File: src/include/low_leak_wake_pkg.sv
// Purpose: shared constants for the low-leakage wake unit and its pin filters
// Assumes: 40 MHz system clock, byte-wide plain register port
// Notes: register offsets are byte addresses on the plain port
//
// Notes on behaviour
// - filter detect flag, bit 7, sets on filtered wake; write one clears it
// - edge field: 00 off, 01 rising, 10 falling, 11 either edge
// - filter register bit 4 reads zero, writes ignored
// - four-bit pin select routes wake pin 0..15 into the filter
// - filter registers reset by plain chip reset only, kept over deep-wake reset
// - two independent filters, each with own select, edge and flag
// - wake detection acts only in low-leak or very-low-leak stop modes
// - every wake pin has its own off/rising/falling/either edge setting
// - filter needs pin held asserted for 3 low-power clock cycles
// - up to 2 sync cycles, so detection within 5 low-power cycles
// - module wake requests bypass the glitch filter
// - per-module enable bit decides whether module request may wake
// - in low-leak stop, a wake event starts the interrupt flow
// - in very-low-leak modes, wake gives reset flow and sets reset wake flag
// - after deep wake, pins stay isolated until software writes the ack

package low_leak_wake_pkg;

   localparam logic [7:0] ADDR_PIN_EDGE_FIRST = 8'h00;
   localparam logic [7:0] ADDR_PIN_EDGE_LAST = 8'h03;
   localparam logic [7:0] ADDR_MOD_ENABLE = 8'h04;
   localparam logic [7:0] ADDR_PIN_FLAG_LO = 8'h05;
   localparam logic [7:0] ADDR_PIN_FLAG_HI = 8'h06;
   localparam logic [7:0] ADDR_STATUS = 8'h07;
   localparam logic [7:0] ADDR_FILT_ONE = 8'h08;
   localparam logic [7:0] ADDR_FILT_TWO = 8'h09;

   localparam int FLAG_BIT = 7;
   localparam int EDGE_HI = 6;
   localparam int EDGE_LO = 5;
   localparam int SEL_HI = 3;
   localparam int SEL_LO = 0;
   localparam int STAT_WAKE_BIT = 0;
   localparam int STAT_ISO_BIT = 1;
   localparam int STAT_ACK_BIT = 2;

   localparam logic [1:0] EDGE_OFF = 2'h0;
   localparam logic [1:0] EDGE_RISE = 2'h1;
   localparam logic [1:0] EDGE_FALL = 2'h2;
   localparam logic [1:0] EDGE_ANY = 2'h3;

   localparam logic [1:0] MODE_RUN = 2'h0;
   localparam logic [1:0] MODE_LLS = 2'h1;

   localparam logic [7:0] REG_RESET = 8'h00;
   localparam logic [1:0] FILT_CYCLES = 2'h3;
   localparam int FILTERS = 2;
   localparam int PINS = 16;
   localparam int MODULES = 8;

   localparam int CLK_PERIOD_NS = 25;
   localparam int LPO_PERIOD_NS = 1000000;
   localparam int LPO_DIV_CYCLES = LPO_PERIOD_NS / CLK_PERIOD_NS;

   function automatic logic edge_hit(input logic [1:0] sel, input logic prev,
                                     input logic cur);
      case (sel)
         EDGE_RISE: edge_hit = !prev && cur;
         EDGE_FALL: edge_hit = prev && !cur;
         EDGE_ANY: edge_hit = prev != cur;
         default: edge_hit = 1'b0;
      endcase
   endfunction

endpackage

File: src/include/wake_filter_if.sv
// Purpose: link between the wake unit and one pin glitch filter
// Assumes: both ends on clk_in
// Notes: lpo_tick is a one-cycle enable from the wake unit divider
`timescale 1ns/1ps
`default_nettype none

interface wake_filter_if;
   logic lpo_tick;
   logic pin_level;
   logic active;
   logic [1:0] edge_sel;
   logic detect;
   modport ctl(output lpo_tick, output pin_level, output active, output edge_sel,
               input detect);
   modport flt(input lpo_tick, input pin_level, input active, input edge_sel,
               output detect);
endinterface

`default_nettype wire

File: src/verilog/low_leak_wake_unit.sv
// Purpose: low-leakage wake unit with two pin glitch filters and wake response
// Assumes: power_mode_in from the mode controller, pins synchronous to clk_in
// Notes: deep_wake_reset_in high during reset marks a reset caused by deep wake
`timescale 1ns/1ps
`default_nettype none

module low_leak_wake_unit #(
   parameter int LPO_DIV = low_leak_wake_pkg::LPO_DIV_CYCLES
) (
   input wire logic clk_in,
   input wire logic rst_n_in,
   input wire logic deep_wake_reset_in,
   input wire logic [1:0] power_mode_in,
   input wire logic [15:0] wake_pins_in,
   input wire logic [7:0] module_wake_req_in,
   input wire logic [7:0] addr_in,
   input wire logic [7:0] wr_data_in,
   input wire logic wr_en_in,
   input wire logic rd_en_in,
   output logic [7:0] rd_data_out,
   output logic wake_irq_out,
   output logic wake_reset_out,
   output logic io_isolate_out
);

   logic chip_reset;
   logic low_leak;
   logic in_lls;
   logic in_vlls;
   logic wake_any;
   logic lpo_tick;
   logic [15:0] lpo_cnt;
   logic [1:0] pin_edge [low_leak_wake_pkg::PINS];
   logic [15:0] pins_prev;
   logic [15:0] pin_hit;
   logic [15:0] pin_flag;
   logic [7:0] module_wake_enable;
   logic [7:0] module_hit;
   logic reset_status_wake_flag;
   logic [1:0] filter_edge_select [low_leak_wake_pkg::FILTERS];
   logic [3:0] filter_pin_select [low_leak_wake_pkg::FILTERS];
   logic [1:0] filter_detect_flag;
   logic [1:0] filt_det;
   logic wr_filt_one;
   logic wr_filt_two;
   logic [1:0] filt_wr;
   logic [7:0] next_rd_data;

   // a deep-wake reset leaves the filter registers and isolation state alone
   assign chip_reset = !rst_n_in && !deep_wake_reset_in;
   assign low_leak = power_mode_in != low_leak_wake_pkg::MODE_RUN;
   assign in_lls = power_mode_in == low_leak_wake_pkg::MODE_LLS;
   assign in_vlls = power_mode_in[1];
   assign wr_filt_one = wr_en_in && addr_in == low_leak_wake_pkg::ADDR_FILT_ONE;
   assign wr_filt_two = wr_en_in && addr_in == low_leak_wake_pkg::ADDR_FILT_TWO;
   assign filt_wr = {wr_filt_two, wr_filt_one};

   ////////////////////////////////////////////////////////////////////////////
   // low-power clock stand-in: one-cycle enable from a divider
   always_ff @(posedge clk_in) begin
      if (!rst_n_in) begin
         lpo_cnt <= 16'h0000;
         lpo_tick <= 1'b0;
      end else if (lpo_cnt == 16'(LPO_DIV - 1)) begin
         lpo_cnt <= 16'h0000;
         lpo_tick <= 1'b1;
      end else begin
         lpo_cnt <= 16'(lpo_cnt + 16'h0001);
         lpo_tick <= 1'b0;
      end
   end

   ////////////////////////////////////////////////////////////////////////////
   // the two filters
   genvar g;
   generate
      for (g = 0; g < low_leak_wake_pkg::FILTERS; g++) begin : filt
         wake_filter_if fb();
         assign fb.lpo_tick = lpo_tick;
         assign fb.pin_level = wake_pins_in[filter_pin_select[g]];
         assign fb.active = low_leak;
         assign fb.edge_sel = filter_edge_select[g];
         // a detect still in flight is dropped once the filter is switched off
         assign filt_det[g] = fb.detect && low_leak &&
            filter_edge_select[g] != low_leak_wake_pkg::EDGE_OFF;
         wake_pin_filter u_filter (
            .clk_in(clk_in),
            .rst_n_in(rst_n_in),
            .bus(fb)
         );
      end
   endgenerate

   ////////////////////////////////////////////////////////////////////////////
   // filter registers; bit 4 holds no storage
   always_ff @(posedge clk_in) begin
      if (chip_reset) begin
         for (int i = 0; i < low_leak_wake_pkg::FILTERS; i++) begin
            filter_edge_select[i] <= low_leak_wake_pkg::EDGE_OFF;
            filter_pin_select[i] <= 4'h0;
         end
      end else begin
         for (int i = 0; i < low_leak_wake_pkg::FILTERS; i++) begin
            if (filt_wr[i]) begin
               filter_edge_select[i] <=
                  wr_data_in[low_leak_wake_pkg::EDGE_HI:low_leak_wake_pkg::EDGE_LO];
               filter_pin_select[i] <=
                  wr_data_in[low_leak_wake_pkg::SEL_HI:low_leak_wake_pkg::SEL_LO];
            end
         end
      end
   end

   // set wins over a same-cycle write-one clear
   always_ff @(posedge clk_in) begin
      if (chip_reset) begin
         filter_detect_flag <= 2'h0;
      end else begin
         for (int i = 0; i < low_leak_wake_pkg::FILTERS; i++) begin
            if (filt_det[i]) begin
               filter_detect_flag[i] <= 1'b1;
            end else if (filt_wr[i] && wr_data_in[low_leak_wake_pkg::FLAG_BIT]) begin
               filter_detect_flag[i] <= 1'b0;
            end
         end
      end
   end

   ////////////////////////////////////////////////////////////////////////////
   // per-pin edge setting and unfiltered pin flags
   always_ff @(posedge clk_in) begin
      if (!rst_n_in) begin
         for (int i = 0; i < low_leak_wake_pkg::PINS; i++) begin
            pin_edge[i] <= low_leak_wake_pkg::EDGE_OFF;
         end
      end else if (wr_en_in && addr_in <= low_leak_wake_pkg::ADDR_PIN_EDGE_LAST) begin
         for (int k = 0; k < 4; k++) begin
            pin_edge[{addr_in[1:0], 2'(k)}] <= wr_data_in[2 * k +: 2];
         end
      end
   end

   always_ff @(posedge clk_in) begin
      pins_prev <= wake_pins_in;
   end

   always_comb begin
      for (int i = 0; i < low_leak_wake_pkg::PINS; i++) begin
         pin_hit[i] = low_leak &&
            low_leak_wake_pkg::edge_hit(pin_edge[i], pins_prev[i], wake_pins_in[i]);
      end
   end

   always_ff @(posedge clk_in) begin
      if (!rst_n_in) begin
         pin_flag <= 16'h0000;
      end else begin
         for (int i = 0; i < low_leak_wake_pkg::PINS; i++) begin
            if (pin_hit[i]) begin
               pin_flag[i] <= 1'b1;
            end else if (wr_en_in && wr_data_in[i % 8] &&
                         addr_in == (i < 8 ? low_leak_wake_pkg::ADDR_PIN_FLAG_LO
                                           : low_leak_wake_pkg::ADDR_PIN_FLAG_HI)) begin
               pin_flag[i] <= 1'b0;
            end
         end
      end
   end

   ////////////////////////////////////////////////////////////////////////////
   // module sources: no filter, only the enable
   always_ff @(posedge clk_in) begin
      if (!rst_n_in) begin
         module_wake_enable <= low_leak_wake_pkg::REG_RESET;
      end else if (wr_en_in && addr_in == low_leak_wake_pkg::ADDR_MOD_ENABLE) begin
         module_wake_enable <= wr_data_in;
      end
   end

   assign module_hit = module_wake_req_in & module_wake_enable & {8{low_leak}};
   // a stale peripheral flag left set wakes at once on entry
   assign wake_any = |pin_hit || |filt_det || |module_hit;

   ////////////////////////////////////////////////////////////////////////////
   // wake response
   always_ff @(posedge clk_in) begin
      if (!rst_n_in) begin
         wake_irq_out <= 1'b0;
         wake_reset_out <= 1'b0;
      end else begin
         wake_irq_out <= in_lls && wake_any;
         wake_reset_out <= in_vlls && wake_any;
      end
   end

   always_ff @(posedge clk_in) begin
      if (chip_reset) begin
         reset_status_wake_flag <= 1'b0;
      end else if (in_vlls && wake_any) begin
         reset_status_wake_flag <= 1'b1;
      end
   end

   // isolation held through the deep-wake reset until software acks
   always_ff @(posedge clk_in) begin
      if (chip_reset) begin
         io_isolate_out <= 1'b0;
      end else if (in_vlls) begin
         io_isolate_out <= 1'b1;
      end else if (wr_en_in && addr_in == low_leak_wake_pkg::ADDR_STATUS &&
                   wr_data_in[low_leak_wake_pkg::STAT_ACK_BIT]) begin
         io_isolate_out <= 1'b0;
      end
   end

   ////////////////////////////////////////////////////////////////////////////
   // read port, data in the cycle after the strobe
   always_comb begin
      next_rd_data = 8'h00;
      if (addr_in <= low_leak_wake_pkg::ADDR_PIN_EDGE_LAST) begin
         for (int k = 0; k < 4; k++) begin
            next_rd_data[2 * k +: 2] = pin_edge[{addr_in[1:0], 2'(k)}];
         end
      end else begin
         case (addr_in)
            low_leak_wake_pkg::ADDR_MOD_ENABLE: next_rd_data = module_wake_enable;
            low_leak_wake_pkg::ADDR_PIN_FLAG_LO: next_rd_data = pin_flag[7:0];
            low_leak_wake_pkg::ADDR_PIN_FLAG_HI: next_rd_data = pin_flag[15:8];
            low_leak_wake_pkg::ADDR_STATUS: begin
               next_rd_data[low_leak_wake_pkg::STAT_WAKE_BIT] = reset_status_wake_flag;
               next_rd_data[low_leak_wake_pkg::STAT_ISO_BIT] = io_isolate_out;
            end
            low_leak_wake_pkg::ADDR_FILT_ONE: next_rd_data = {filter_detect_flag[0],
               filter_edge_select[0], 1'b0, filter_pin_select[0]};
            low_leak_wake_pkg::ADDR_FILT_TWO: next_rd_data = {filter_detect_flag[1],
               filter_edge_select[1], 1'b0, filter_pin_select[1]};
            default: next_rd_data = 8'h00;
         endcase
      end
   end

   always_ff @(posedge clk_in) begin
      if (!rst_n_in) begin
         rd_data_out <= 8'h00;
      end else if (rd_en_in) begin
         rd_data_out <= next_rd_data;
      end else begin
         rd_data_out <= 8'h00;
      end
   end

   ////////////////////////////////////////////////////////////////////////////
   a_flag_sets: assert property (@(posedge clk_in) disable iff (chip_reset)
      filt_det[0] |=> filter_detect_flag[0])
      else $error("filter one flag missed a detection");

   a_flag_clears: assert property (@(posedge clk_in) disable iff (chip_reset)
      wr_filt_two && wr_data_in[low_leak_wake_pkg::FLAG_BIT] && !filt_det[1]
         |=> !filter_detect_flag[1])
      else $error("filter two flag not cleared by write one");

   a_bit4_zero: assert property (@(posedge clk_in) disable iff (!rst_n_in)
      rd_en_in && (addr_in == low_leak_wake_pkg::ADDR_FILT_ONE
         || addr_in == low_leak_wake_pkg::ADDR_FILT_TWO) |=> !rd_data_out[4])
      else $error("reserved filter bit read as one");

   a_off_no_flag: assert property (@(posedge clk_in) disable iff (chip_reset)
      filter_edge_select[0] == low_leak_wake_pkg::EDGE_OFF && !filter_detect_flag[0]
         && !wr_filt_one ##1 filter_edge_select[0] == low_leak_wake_pkg::EDGE_OFF
         |-> !filter_detect_flag[0])
      else $error("disabled filter set its flag");

   a_run_no_wake: assert property (@(posedge clk_in) disable iff (!rst_n_in)
      power_mode_in == low_leak_wake_pkg::MODE_RUN |=> !wake_irq_out && !wake_reset_out)
      else $error("wake response raised in run mode");

   a_lls_module_irq: assert property (@(posedge clk_in) disable iff (!rst_n_in)
      power_mode_in == low_leak_wake_pkg::MODE_LLS && |(module_wake_req_in & module_wake_enable)
         |=> wake_irq_out && !wake_reset_out)
      else $error("enabled module request gave no interrupt flow");

   a_vlls_reset_flow: assert property (@(posedge clk_in) disable iff (chip_reset)
      in_vlls && wake_any |=> reset_status_wake_flag && (wake_reset_out || !$past(rst_n_in)))
      else $error("deep wake gave no reset flow");

   a_iso_held: assert property (@(posedge clk_in) disable iff (chip_reset)
      io_isolate_out && !(wr_en_in && addr_in == low_leak_wake_pkg::ADDR_STATUS
         && wr_data_in[low_leak_wake_pkg::STAT_ACK_BIT]) |=> io_isolate_out)
      else $error("isolation released without ack");

   a_filt_kept: assert property (@(posedge clk_in)
      !rst_n_in && deep_wake_reset_in |=> $stable(filter_pin_select[0])
         && $stable(filter_edge_select[1]))
      else $error("filter settings lost on deep-wake reset");

   a_disabled_module: assert property (@(posedge clk_in) disable iff (!rst_n_in)
      power_mode_in == low_leak_wake_pkg::MODE_LLS && module_wake_enable == 8'h00
         && pin_hit == 16'h0000
         && filt_det == 2'h0 |=> !wake_irq_out)
      else $error("disabled module woke the chip");

endmodule

`default_nettype wire

File: src/verilog/wake_pin_filter.sv
// Purpose: glitch filter for one selected wake pin
// Assumes: pin level already muxed, lpo_tick one cycle wide
// Notes: detect is a one-cycle pulse on a tick
`timescale 1ns/1ps
`default_nettype none

module wake_pin_filter (
   input wire logic clk_in,
   input wire logic rst_n_in,
   wake_filter_if.flt bus
);

   logic sync_a;
   logic sync_b;
   logic prev;
   logic held;
   logic [1:0] cnt;

   ////////////////////////////////////////////////////////////////////////////
   // sampling keeps running while idle so a new setup settles early
   always_ff @(posedge clk_in) begin
      if (!rst_n_in) begin
         sync_a <= 1'b0;
         sync_b <= 1'b0;
         prev <= 1'b0;
      end else if (bus.lpo_tick) begin
         sync_a <= bus.pin_level;
         sync_b <= sync_a;
         prev <= sync_b;
      end
   end

   ////////////////////////////////////////////////////////////////////////////
   always_ff @(posedge clk_in) begin
      if (!rst_n_in) begin
         cnt <= 2'h0;
         held <= 1'b0;
         bus.detect <= 1'b0;
      end else begin
         bus.detect <= 1'b0;
         if (bus.lpo_tick) begin
            if (bus.edge_sel == low_leak_wake_pkg::EDGE_OFF || !bus.active) begin
               cnt <= 2'h0;
            end else if (cnt == 2'h0) begin
               if (low_leak_wake_pkg::edge_hit(bus.edge_sel, prev, sync_b)) begin
                  cnt <= 2'h1;
                  held <= sync_b;
               end
            end else if (sync_b != held) begin
               cnt <= 2'h0;
            end else if (cnt == low_leak_wake_pkg::FILT_CYCLES) begin
               bus.detect <= 1'b1;
               cnt <= 2'h0;
            end else begin
               cnt <= 2'(cnt + 2'h1);
            end
         end
      end
   end

   a_detect_after_count: assert property (@(posedge clk_in) disable iff (!rst_n_in)
      bus.detect |-> $past(cnt) == low_leak_wake_pkg::FILT_CYCLES && $past(bus.lpo_tick)
         && $past(sync_b) == $past(held))
      else $error("filter detect without full hold count");

   a_off_no_count: assert property (@(posedge clk_in) disable iff (!rst_n_in)
      bus.edge_sel == low_leak_wake_pkg::EDGE_OFF && bus.lpo_tick |=> cnt == 2'h0)
      else $error("disabled filter still counting");

endmodule

`default_nettype wire

File: config.mk
export PLATFORM = sky130hd
export DESIGN_NAME = low_leak_wake_unit
export DESIGN_NICKNAME = d
export VERILOG_FILES = /design/src/include/low_leak_wake_pkg.sv /design/src/include/wake_filter_if.sv /design/src/verilog/low_leak_wake_unit.sv /design/src/verilog/wake_pin_filter.sv
export SDC_FILE = /design/constraint.sdc
export NUM_CORES = 1
export LEC_CHECK = 0
export ABC_AREA = 1
export BUFFER_PORTS_ARGS = -buffer_cell sky130_fd_sc_hd__buf_2
export CORE_MARGIN = 10
export CORE_UTILIZATION = 45
export CTS_CLUSTER_DIAMETER = 60
export DETAILED_ROUTE_END_ITERATION = 8
export SYNTH_ARGS = -nofsm -noshare
export SYNTH_HDL_FRONTEND = slang
export SYNTH_SLANG_ARGS = --single-unit
export TNS_END_PERCENT = 30
File: constraint.sdc
create_clock -name clk_in -period 1.7 [get_ports clk_in]
set_input_delay 0 -clock clk_in [delete_from_list [all_inputs] [get_ports clk_in]]
set_output_delay 0 -clock clk_in [all_outputs]
set_load 0.01 [all_outputs]
==> reports/qor.yml, run 1 <==
slowest_delay_ns: 0.31
hold_path_end: "filt[0].u_filter.cnt[1]"
htreeDepth: 4
dp.cells: 1131
cp_slowest_cell: "dfxtp_1"
p_sw_mw: 1.95
hold_viol: 0
synth_top_area_share: 0.253
yosys.area_share.simple: 0.225
chipHeight_microns: 142
grtUsageMet2: 0.293
core_area_sq_um: 14600
swShare: 0.255
arrival_ns: 1.90
drtIter0Drc: 579
power_density_nw_per_um2: 911
power.leakage_nw: 3.90
ant_nets: 0
p_clk_frac: 0.452
synth_edf_count: 44
die_area_sq_um: 20200
syn_area_sq_um: 6730
clock_latency_ns: 0.43
grt_pass1_wl_microns: 31700
fill_cells: 1354
avgSynthCellArea_sq_um: 7.77
clockBufferDepth: 2
hp-start: "rst_n_in"
synth_top_family_by_area: "simple AND/OR/NAND/NOR gates"
seq_area_sq_um: 3020
yosys-top-cells-area: "dfxtp_1, edfxtp_1, nand2_1"
r2r-start: "pins_prev[10]"
status: "completed"
drc: 0
maxCapViolations: 0
vias: 6178
path_cells: "ha_1 -> inv_1 -> nand2_1 -> nand3_1 -> nand2_1 -> nand2_1 -> nor2_1 -> nand2_1 -> nor2_1 -> nand2_1 -> nand2_1 -> a21oi_1"
multi_input_area_sq_um: 3090
layoutNonFillerInstCount: 1193
cp-end-kind: "register"
synth-seq-cells: 129
dr.pass1.iters: 5
syn_nets: 954
cts_tree: "built"
ff2ff_setup_slack_ns: 0.12
power_frac_comb: 0.104
hold_path_depth: 4
hpwlAfterDp_microns: 15500
nets: 1084
root_buffer: "clkbuf_16"
place_congestion: 0.981
clock_sinks: 129
tightest_slew_ns: 0.474
path_clk_slew_ns: 0.06
antennaDiodeCount: 0
path_max_fanout: 2
p_seq_frac: 0.444
synth.distinct_cells: 38
ff2ff_path_depth: 12
ys_warn_count: 0
muxShareOfSynthArea: 0
grt.busiest_layer: "met2"
antenna_found_initial: 0
final_util: 0.575
area_growth_pct: 24.7
drive_gt1_frac: 0.160
placed_area_sq_um: 7490
row_count: 44
use_met1: 0.282
synth-compound-area-share: 0.147
post-route-min-period_ns: 1.58
ys_seq_area_frac: 0.449
hold_path_class: "in -> reg"
crit_type: "reg -> reg"
grt_max_degree: 31
synthCells: 866
grt_overflow: 0
peakVddDrop_uv: 670
grt_pass1_vias: 5788
worstPathRequired_ns: 2.02
yosys.area.top_type: "dfxtp_1"
die_w_microns: 142
design_area_sq_um: 8390
finalCritPeriodShare: 0.928
setup_viol: 0
start_util: 0.461
ios: 58
io_buffers: 57
cp_common_cell: "nand2_1"
synth-adder-area-share: 0.0762
power.internal_mw: 5.69
grt.met3_usage: 0.0424
synthXorXnorAreaFrac: 0.00651
cts_buffers: 17
drt_wl_total_microns: 20100
start_kind: "register"
synth_flop_cell: "dfxtp_1"
track_usage: 0.204
wl_per_cell_microns: 16.8
max-slew-margin-rel: 0.681
async_reset_ff_frac: 0
slew_viol_final: 0
via_per_inst: 5.18
r2r-end: "reset_status_wake_flag"
max_freq_mhz: 634
fin_skew_ns: 0.00473
-- state kept, by name (all words and copies together) (netlist names), 4 cells and up --
| register | flops |
|---|---|
| rd_data_out | 8 |
| pins_prev | 16 |
| module_wake_enable | 8 |
| lpo_cnt | 16 |
| filt.u_filter.cnt | 4 |
| filter_edge_select | 4 |
| filter_pin_select | 8 |
| pin_flag | 16 |
| pin_edge | 32 |
-- placed cells by master (no fill, tap or decap), types with 18 or more instances in the layout --
cell and n:
nand2_1 155, a21oi_1 70, clkbuf_16 18, dfxtp_1 84
edfxtp_1 44, ha_1 41, nand3_1 45, buf_2 54
o21ai_0 69, nor2_1 88, inv_1 150, dlygate4sd3_1 29
buf_4 39
-- worst max-delay path by stage --
stage	startpoint	endpoint	cells past startpoint	slack [ns]
finish	pins_prev[10]	reset_status_wake_flag	12	0.12
detailed placement	addr_in[5]	pin_edge[1][2]	8	0.09
global route	wake_pins_in[6]	reset_status_wake_flag	15	-0.02
global placement	lpo_cnt[0]	lpo_cnt[7]	10	0.13
CTS	pins_prev[9]	reset_status_wake_flag	10	0.12
floorplan	lpo_cnt[0]	lpo_cnt[13]	9	0.13
-- cell type report --
type,count,area share
Clock inverter,11,0.0103
Inverter,154,0.0689
Timing Repair Buffer,127,0.109
Tap cell,184,0.0274
Multi-Input combinational cell,567,0.369
Sequential cell,129,0.360
Clock buffer,21,0.0550
-- metrics by stage --
| step | total power, mW | setup slack [ns] | TNS (ns) | hold slack (ns) |
|---|---|---|---|---|
| final | 7.64 | 0.123 | 0 | 0.0286 |
| after global routing | 7.92 | -0.0184 | -0.0250 | 0.0450 |
| after CTS | 7.67 | 0.119 | 0 | 0.0162 |
| after detailed placement | 4.17 | 0.0887 | 0 | 0.162 |
| after global placement | 4.17 | 0.127 | 0 | 0.156 |
| after floorplan | 3.84 | 0.131 | 0 | 0.0277 |
-- synthesized netlist by cell type (3+ instances only) --
master / n
nor4_1: 4
or2_2: 3
ha_1: 41
nor3_1: 7
nand2_2: 6
dfxtp_1: 85
nor2_1: 89
a211oi_1: 10
nand4_1: 8
inv_1: 151
o31ai_1: 3
nand3b_1: 6
nand2_1: 159
inv_2: 3
edfxtp_1: 44
nand3_1: 45
nor2_4: 5
o22ai_1: 12
buf_2: 4
clkbuf_1: 11
o211ai_1: 4
o21ai_0: 71
a21oi_1: 71
xor2_1: 3
-- repair_timing --
item                                   CTS  global route
hold buffers                            29             0
endpoints found under the hold margin   35             0
buffers inserted                         0             1
resized for setup                        0            21
setup endpoints to repair                0            22
-- cells by family (layout without fill, tap and decap cells) --
family | Yosys count | in the layout
AOI/OAI and AO/OA | 181 | 181
xor gates and xnor gates | 5 | 5
adders and majority gates | 41 | 41
buffers and inverters | 170 | 313
DFF | 129 | 129
and+or+nand+nor | 340 | 340
-- power by group through the flow --
stage                     clock network, mW  registers [mW]  logic [mW]
after floorplan                           0            3.43       0.408
after global placement                    0            3.46       0.711
after detailed placement                  0            3.46       0.713
after CTS                              3.51            3.39       0.769
after global routing                   3.63            3.41       0.887
final                                  3.45            3.39       0.794
-- worst max-delay path, delay by kind of cell, from the launching register on --
family,cells,cell delay [ns]
buf+inv,1,0.03
fa+ha+maj,1,0.26
simple gates,9,0.80
flops,1,0.31
compound gates,1,0.06
-- layer usage --
layer	vias to the layer above	share of wire
met2	222	0.42
met1	2794	0.47
met5	-	0
met3	49	0.074
met4	0	0.037
li1	3113	-
Power figures use the tool's default switching activity.
==> run 2, diff against run 1 <==
Settings changed: ABC_AREA 1 to unset.
==> run 2 against run 1 <==
- count of clock-buffer cells in the layout rose by 5
- the run now ends with negative setup slack left
- clock skew rose by 0.0031 ns
- clock power rose by 3%
- synthesized cell count fell by 24%
- highest routed layer unchanged
- worst hold slack got worse by 0.012 ns
- core utilization rose by 2.0 points
- first-iteration DRC count fell by 34%
- critical path depth fell by 8
- design area rose by 3.0%
- synthesized area fell by 0.59%
- combinational power rose by 12%
==> reports/qor.yml, run 2 <==
hold_path_class: "in -> reg"
wl_per_cell_microns: 20.3
ys_warn_count: 0
async_reset_ff_frac: 0
worst_slack_ns: -0.0740
drtIter0Drc: 382
power.leakage_nw: 3.59
post-route-min-period_ns: 1.77
track_usage: 0.205
grt_pass1_vias: 5802
setup_viol: 3
path_clk_slew_ns: 0.06
final_util: 0.595
clock_sinks: 129
cts_tree: "built"
drt_wl_total_microns: 20300
layout_commonest_cell: "dfxtp_1"
yosys-top-cells-area: "dfxtp_1, edfxtp_1, ha_1"
clockBufferDepth: 2
tightest_slew_ns: 0.545
drc: 0
die_area_sq_um: 20100
ys_top_cells_by_count: "dfxtp_1, nand2_1, nor2_1"
synth_top_area_share: 0.254
ys_seq_area_frac: 0.452
rsz0062_at_grt: "true"
crit_type: "reg -> reg"
antennaDiodeCount: 0
core_area_sq_um: 14500
dr.pass1.iters: 5
cp-end-kind: "register"
htreeDepth: 4
final_cell_mix: "dfxtp_1, buf_4, nand2_1, buf_2, nor2_1"
start_util: 0.460
via_per_inst: 5.56
synth_most_common_cell: "dfxtp_1"
peakVddDrop_uv: 666
ant_nets: 0
grt_pass1_wl_microns: 31800
hpwlAfterDp_microns: 15100
post-place-ws_ns: -0.162
yosys.area.top_type: "dfxtp_1"
design_area_sq_um: 8640
ios: 58
die_w_microns: 142
hold_viol: 0
clock_latency_ns: 0.42
cts_buffers: 17
nets: 892
synth_flop_cell: "dfxtp_1"
status: "finished with violations"
avgSynthCellArea_sq_um: 10.2
max-slew-margin-rel: 0.634
placed_area_sq_um: 7610
violations: "negative setup slack"
synth.distinct_cells: 56
synth_edf_count: 44
syn_area_sq_um: 6690
start_kind: "register"
maxCapViolations: 0
drive_gt1_frac: 0.261
worstPathRequired_ns: 2.00
synth-seq-cells: 129
largest-register: "pin_edge"
arrival_ns: 2.08
antenna_found_initial: 0
grt_overflow: 0
fin_skew_ns: 0.00786
power_density_nw_per_um2: 910
syn_nets: 747
slew_viol_final: 0
synthCells: 659
chipHeight_microns: 142
max_freq_mhz: 564
vias: 5569
io_buffers: 57
place_congestion: 0.911
finalSetupTns_ns: -0.158
row_count: 44
finalCritPeriodShare: 1.04
root_buffer: "clkbuf_16"
path_max_fanout: 4
area_growth_pct: 29.2
grt_max_degree: 25
largest_reg_flops: 32
[run 2: changes by cell type after synthesis, sizes merged, moves of 19 or more]
cell,before,now
a22oi,0,19
inv,154,46
o21ai,72,45
nor2b,0,37
and2,0,24
nor2,95,55
and3,0,21
mux4,0,20
mux2i,0,22
a21oi,71,19
nand2,165,55
nand3,46,14
[run 2: final cells by class]
class | count | area [sq um]
timing repair buffer | 147 | 1050
clock buffer | 26 | 543
tap | 184 | 230
multi-input combinational | 463 | 3580
sequential | 129 | 3030
clock inverter | 6 | 37.5
inverter | 46 | 173
fill | 1236 | 5890
[run 2: path summary, 6_finish.rpt]
check / startpoint / endpoint / slack (ns) / depth (start not counted)
worst min-delay path: wr_data_in[1] / pin_flag[9] / 0.02 / 4
worst max-delay path: filter_pin_select[0][4] / filt[1].u_filter.sync_a / -0.07 / 4
worst min register to register: pin_flag[15] / pin_flag[15] / 0.46 / 2
worst max register to register: filter_pin_select[0][4] / filt[1].u_filter.sync_a / -0.07 / 4
[run 2: repair_timing]
action                     4_1_cts  5_1_grt
pin swaps                        3       13
hold buffers                    26        1
resized for setup                9       45
hold endpoints to repair        34        1
setup buffers                    0        3
setup endpoints to repair        5       10
[run 2: layer usage]
layer	global-route usage	share of wire
met5	0	0
met2	0.331	0.48
met4	0.0705	0.024
met3	0.0688	0.068
met1	0.250	0.42
[run 2: cells by family after synthesis]
group	count (synthesis)	share of synthesized area
multiplexers	42	0.100
AND/OR/NAND/NOR	247	0.202
flip-flops	129	0.452
adder cells (fa/ha/maj)	41	0.0767
buffers and inverters	67	0.0396
XOR/XNOR	17	0.0223
AO/OA/AOI/OAI	116	0.108
[run 2: report_power, final]
| part | internal, mW | switching [mW] |
|---|---|---|
| combinational | 0.417 | 0.474 |
| clock | 2.20 | 1.35 |
| sequential | 3.31 | 0.103 |
[run 2: through the flow]
stage | total power, mW | std cells | hold WS (ns)
2_1_floorplan | 3.85 | 659 | 0.0277
3_3_place_gp | 4.22 | 940 | 0.156
3_5_place_dp | 4.25 | 940 | 0.174
4_1_cts | 7.84 | 998 | -0.213
5_1_grt | 8.15 | 1001 | 0.0387
6_report | 7.86 | 1001 | 0.0165
[run 2: worst max-delay path: stages, from the launching register on]
cell and delay [ns]:
edfxtp_1 0.46, mux4_2 0.55, mux4_2 0.46, mux2i_1 0.14, nor2_1 0.06
==> run 3, diff against run 2 <==
Settings changed: SETUP_SLACK_MARGIN set to 0.5.
==> run 3 against run 2 <==
- the run still ends with negative setup slack left
- sequential share of layout area down 2.7 points
- clock power up 3%
- non-clock buffer count up 14
- clock skew down 0.0012 ns
- critical path depth unchanged
- worst hold slack better by 0.0021 ns
- cell count up 1.4%
- design area up 9.6%
- wire length up 3.8%
- largest power group unchanged
==> reports/qor.yml, run 3 (same netlist as run 2, synthesis figures left out) <==
worstPathRequired_ns: 2.00
path_max_fanout: 4
peakVddDrop_uv: 676
place_congestion: 0.917
violations: "negative setup slack"
clock_latency_ns: 0.42
finalCritPeriodShare: 1.04
final_util: 0.652
io_buffers: 57
max-slew-margin-rel: 0.567
post-route-min-period_ns: 1.77
power.leakage_nw: 3.76
power_density_nw_per_um2: 860
grt_pass1_vias: 5923
ios: 58
max_freq_mhz: 566
nets: 906
vias: 5695
ant_nets: 0
layout_commonest_cell: "dfxtp_1"
die_w_microns: 142
layoutNonFillerInstCount: 1015
antenna_found_initial: 1
finalSetupTns_ns: -0.168
tightest_slew_ns: 0.647
path_clk_slew_ns: 0.06
hold_path_class: "in -> reg"
largest_reg_flops: 32
clock_sinks: 129
arrival_ns: 2.07
area_growth_pct: 41.6
grt_overflow: 0
grt_max_degree: 25
die_area_sq_um: 20100
dp.cells: 941
drc: 0
start_kind: "register"
fin_skew_ns: 0.00663
root_buffer: "clkbuf_16"
finalPower_mw: 8.15
fill_cells: 1139
final_cell_mix: "dfxtp_1, buf_4, buf_2"
holdWs_ns: 0.0186
cts_tree: "built"
antennaDiodeCount: 0
via_per_inst: 5.61
start_util: 0.460
track_usage: 0.210
hold_viol: 0
row_count: 44
slew_viol_final: 0
grt_pass1_wl_microns: 32800
wl_per_cell_microns: 20.8
largest-register: "pin_edge"
clockBufferDepth: 2
maxCapViolations: 0
dr.pass1.iters: 5
rsz0062_at_grt: "true"
drt_wl_total_microns: 21100
status: "finished with violations"
cts_buffers: 17
setup_viol: 5
cp-end-kind: "register"
hpwlAfterDp_microns: 15300
htreeDepth: 4
chipHeight_microns: 142
worst_slack_ns: -0.0656
drive_gt1_frac: 0.418
core_area_sq_um: 14500
drtIter0Drc: 474
crit_type: "reg -> reg"
[run 3: cell types whose count changed in the layout (fill, tap and decap cells not counted), moves of 15 or more]
| cell | delta |
|---|---|
| buf_6 | +20 |
| dfxtp_1 | -17 |
| ha_1 | -20 |
| ha_4 | +18 |
| nor2b_1 | -16 |
| o21ai_0 | -15 |
[run 3: per-layer routing]
metal,GRT usage,vias to the layer above,wire length (microns)
li1,-,2684,-
met1,0.267,2812,8890
met2,0.345,170,10400
met3,0.0497,27,1410
met4,0.0667,2,421
met5,0,-,13
[run 3: critical path, stage by stage, from the launching register on]
cell	delay (ns)
edfxtp_1	0.46
mux4_2	0.53
mux4_2	0.46
mux2i_1	0.14
nor2_1	0.05
[run 3: per-stage QoR]
step                setup WS, ns  instance area [sq um]
floorplan                 -0.154                   6730
global route              -0.172                   9480
global placement          -0.142                   7610
CTS                      -0.0822                   9100
finish                   -0.0656                   9480
detailed placement        -0.146                   7610
[run 3: area by class of cell]
| type | instances | area [sq um] | area share |
|---|---|---|---|
| timing repair buffer | 161 | 1210 | 0.127 |
| inverter | 46 | 175 | 0.0185 |
| clock inverter | 14 | 154 | 0.0162 |
| sequential | 129 | 3070 | 0.324 |
| tap | 184 | 230 | 0.0243 |
| clock buffer | 18 | 450 | 0.0475 |
| multi-input combinational | 463 | 4190 | 0.443 |
[run 3: timing repair]
item,in CTS,in global routing
hold buffers,25,0
hold endpoints to repair,29,0
setup buffers,11,6
gates resized for setup,159,74
pin swaps,86,71
endpoints found under the setup margin,149,147
cloned,0,0
[run 3: final timing paths]
path | to | depth (start not counted) | startpoint | slack, ns
hold / removal | module_wake_enable[1] | 3 | wr_data_in[1] | 0.02
setup reg to reg | filt[0].u_filter.sync_a | 4 | filter_pin_select[0][0] | -0.07
hold reg to reg | pin_flag[15] | 2 | pin_flag[15] | 0.46
setup / recovery | filt[0].u_filter.sync_a | 4 | filter_pin_select[0][0] | -0.07
[run 3: report_power, final]
| group | switching, mW | internal [mW] | total [mW] |
|---|---|---|---|
| clock network | 1.42 | 2.26 | 3.68 |
| registers | 0.119 | 3.30 | 3.42 |
| logic | 0.540 | 0.502 | 1.04 |
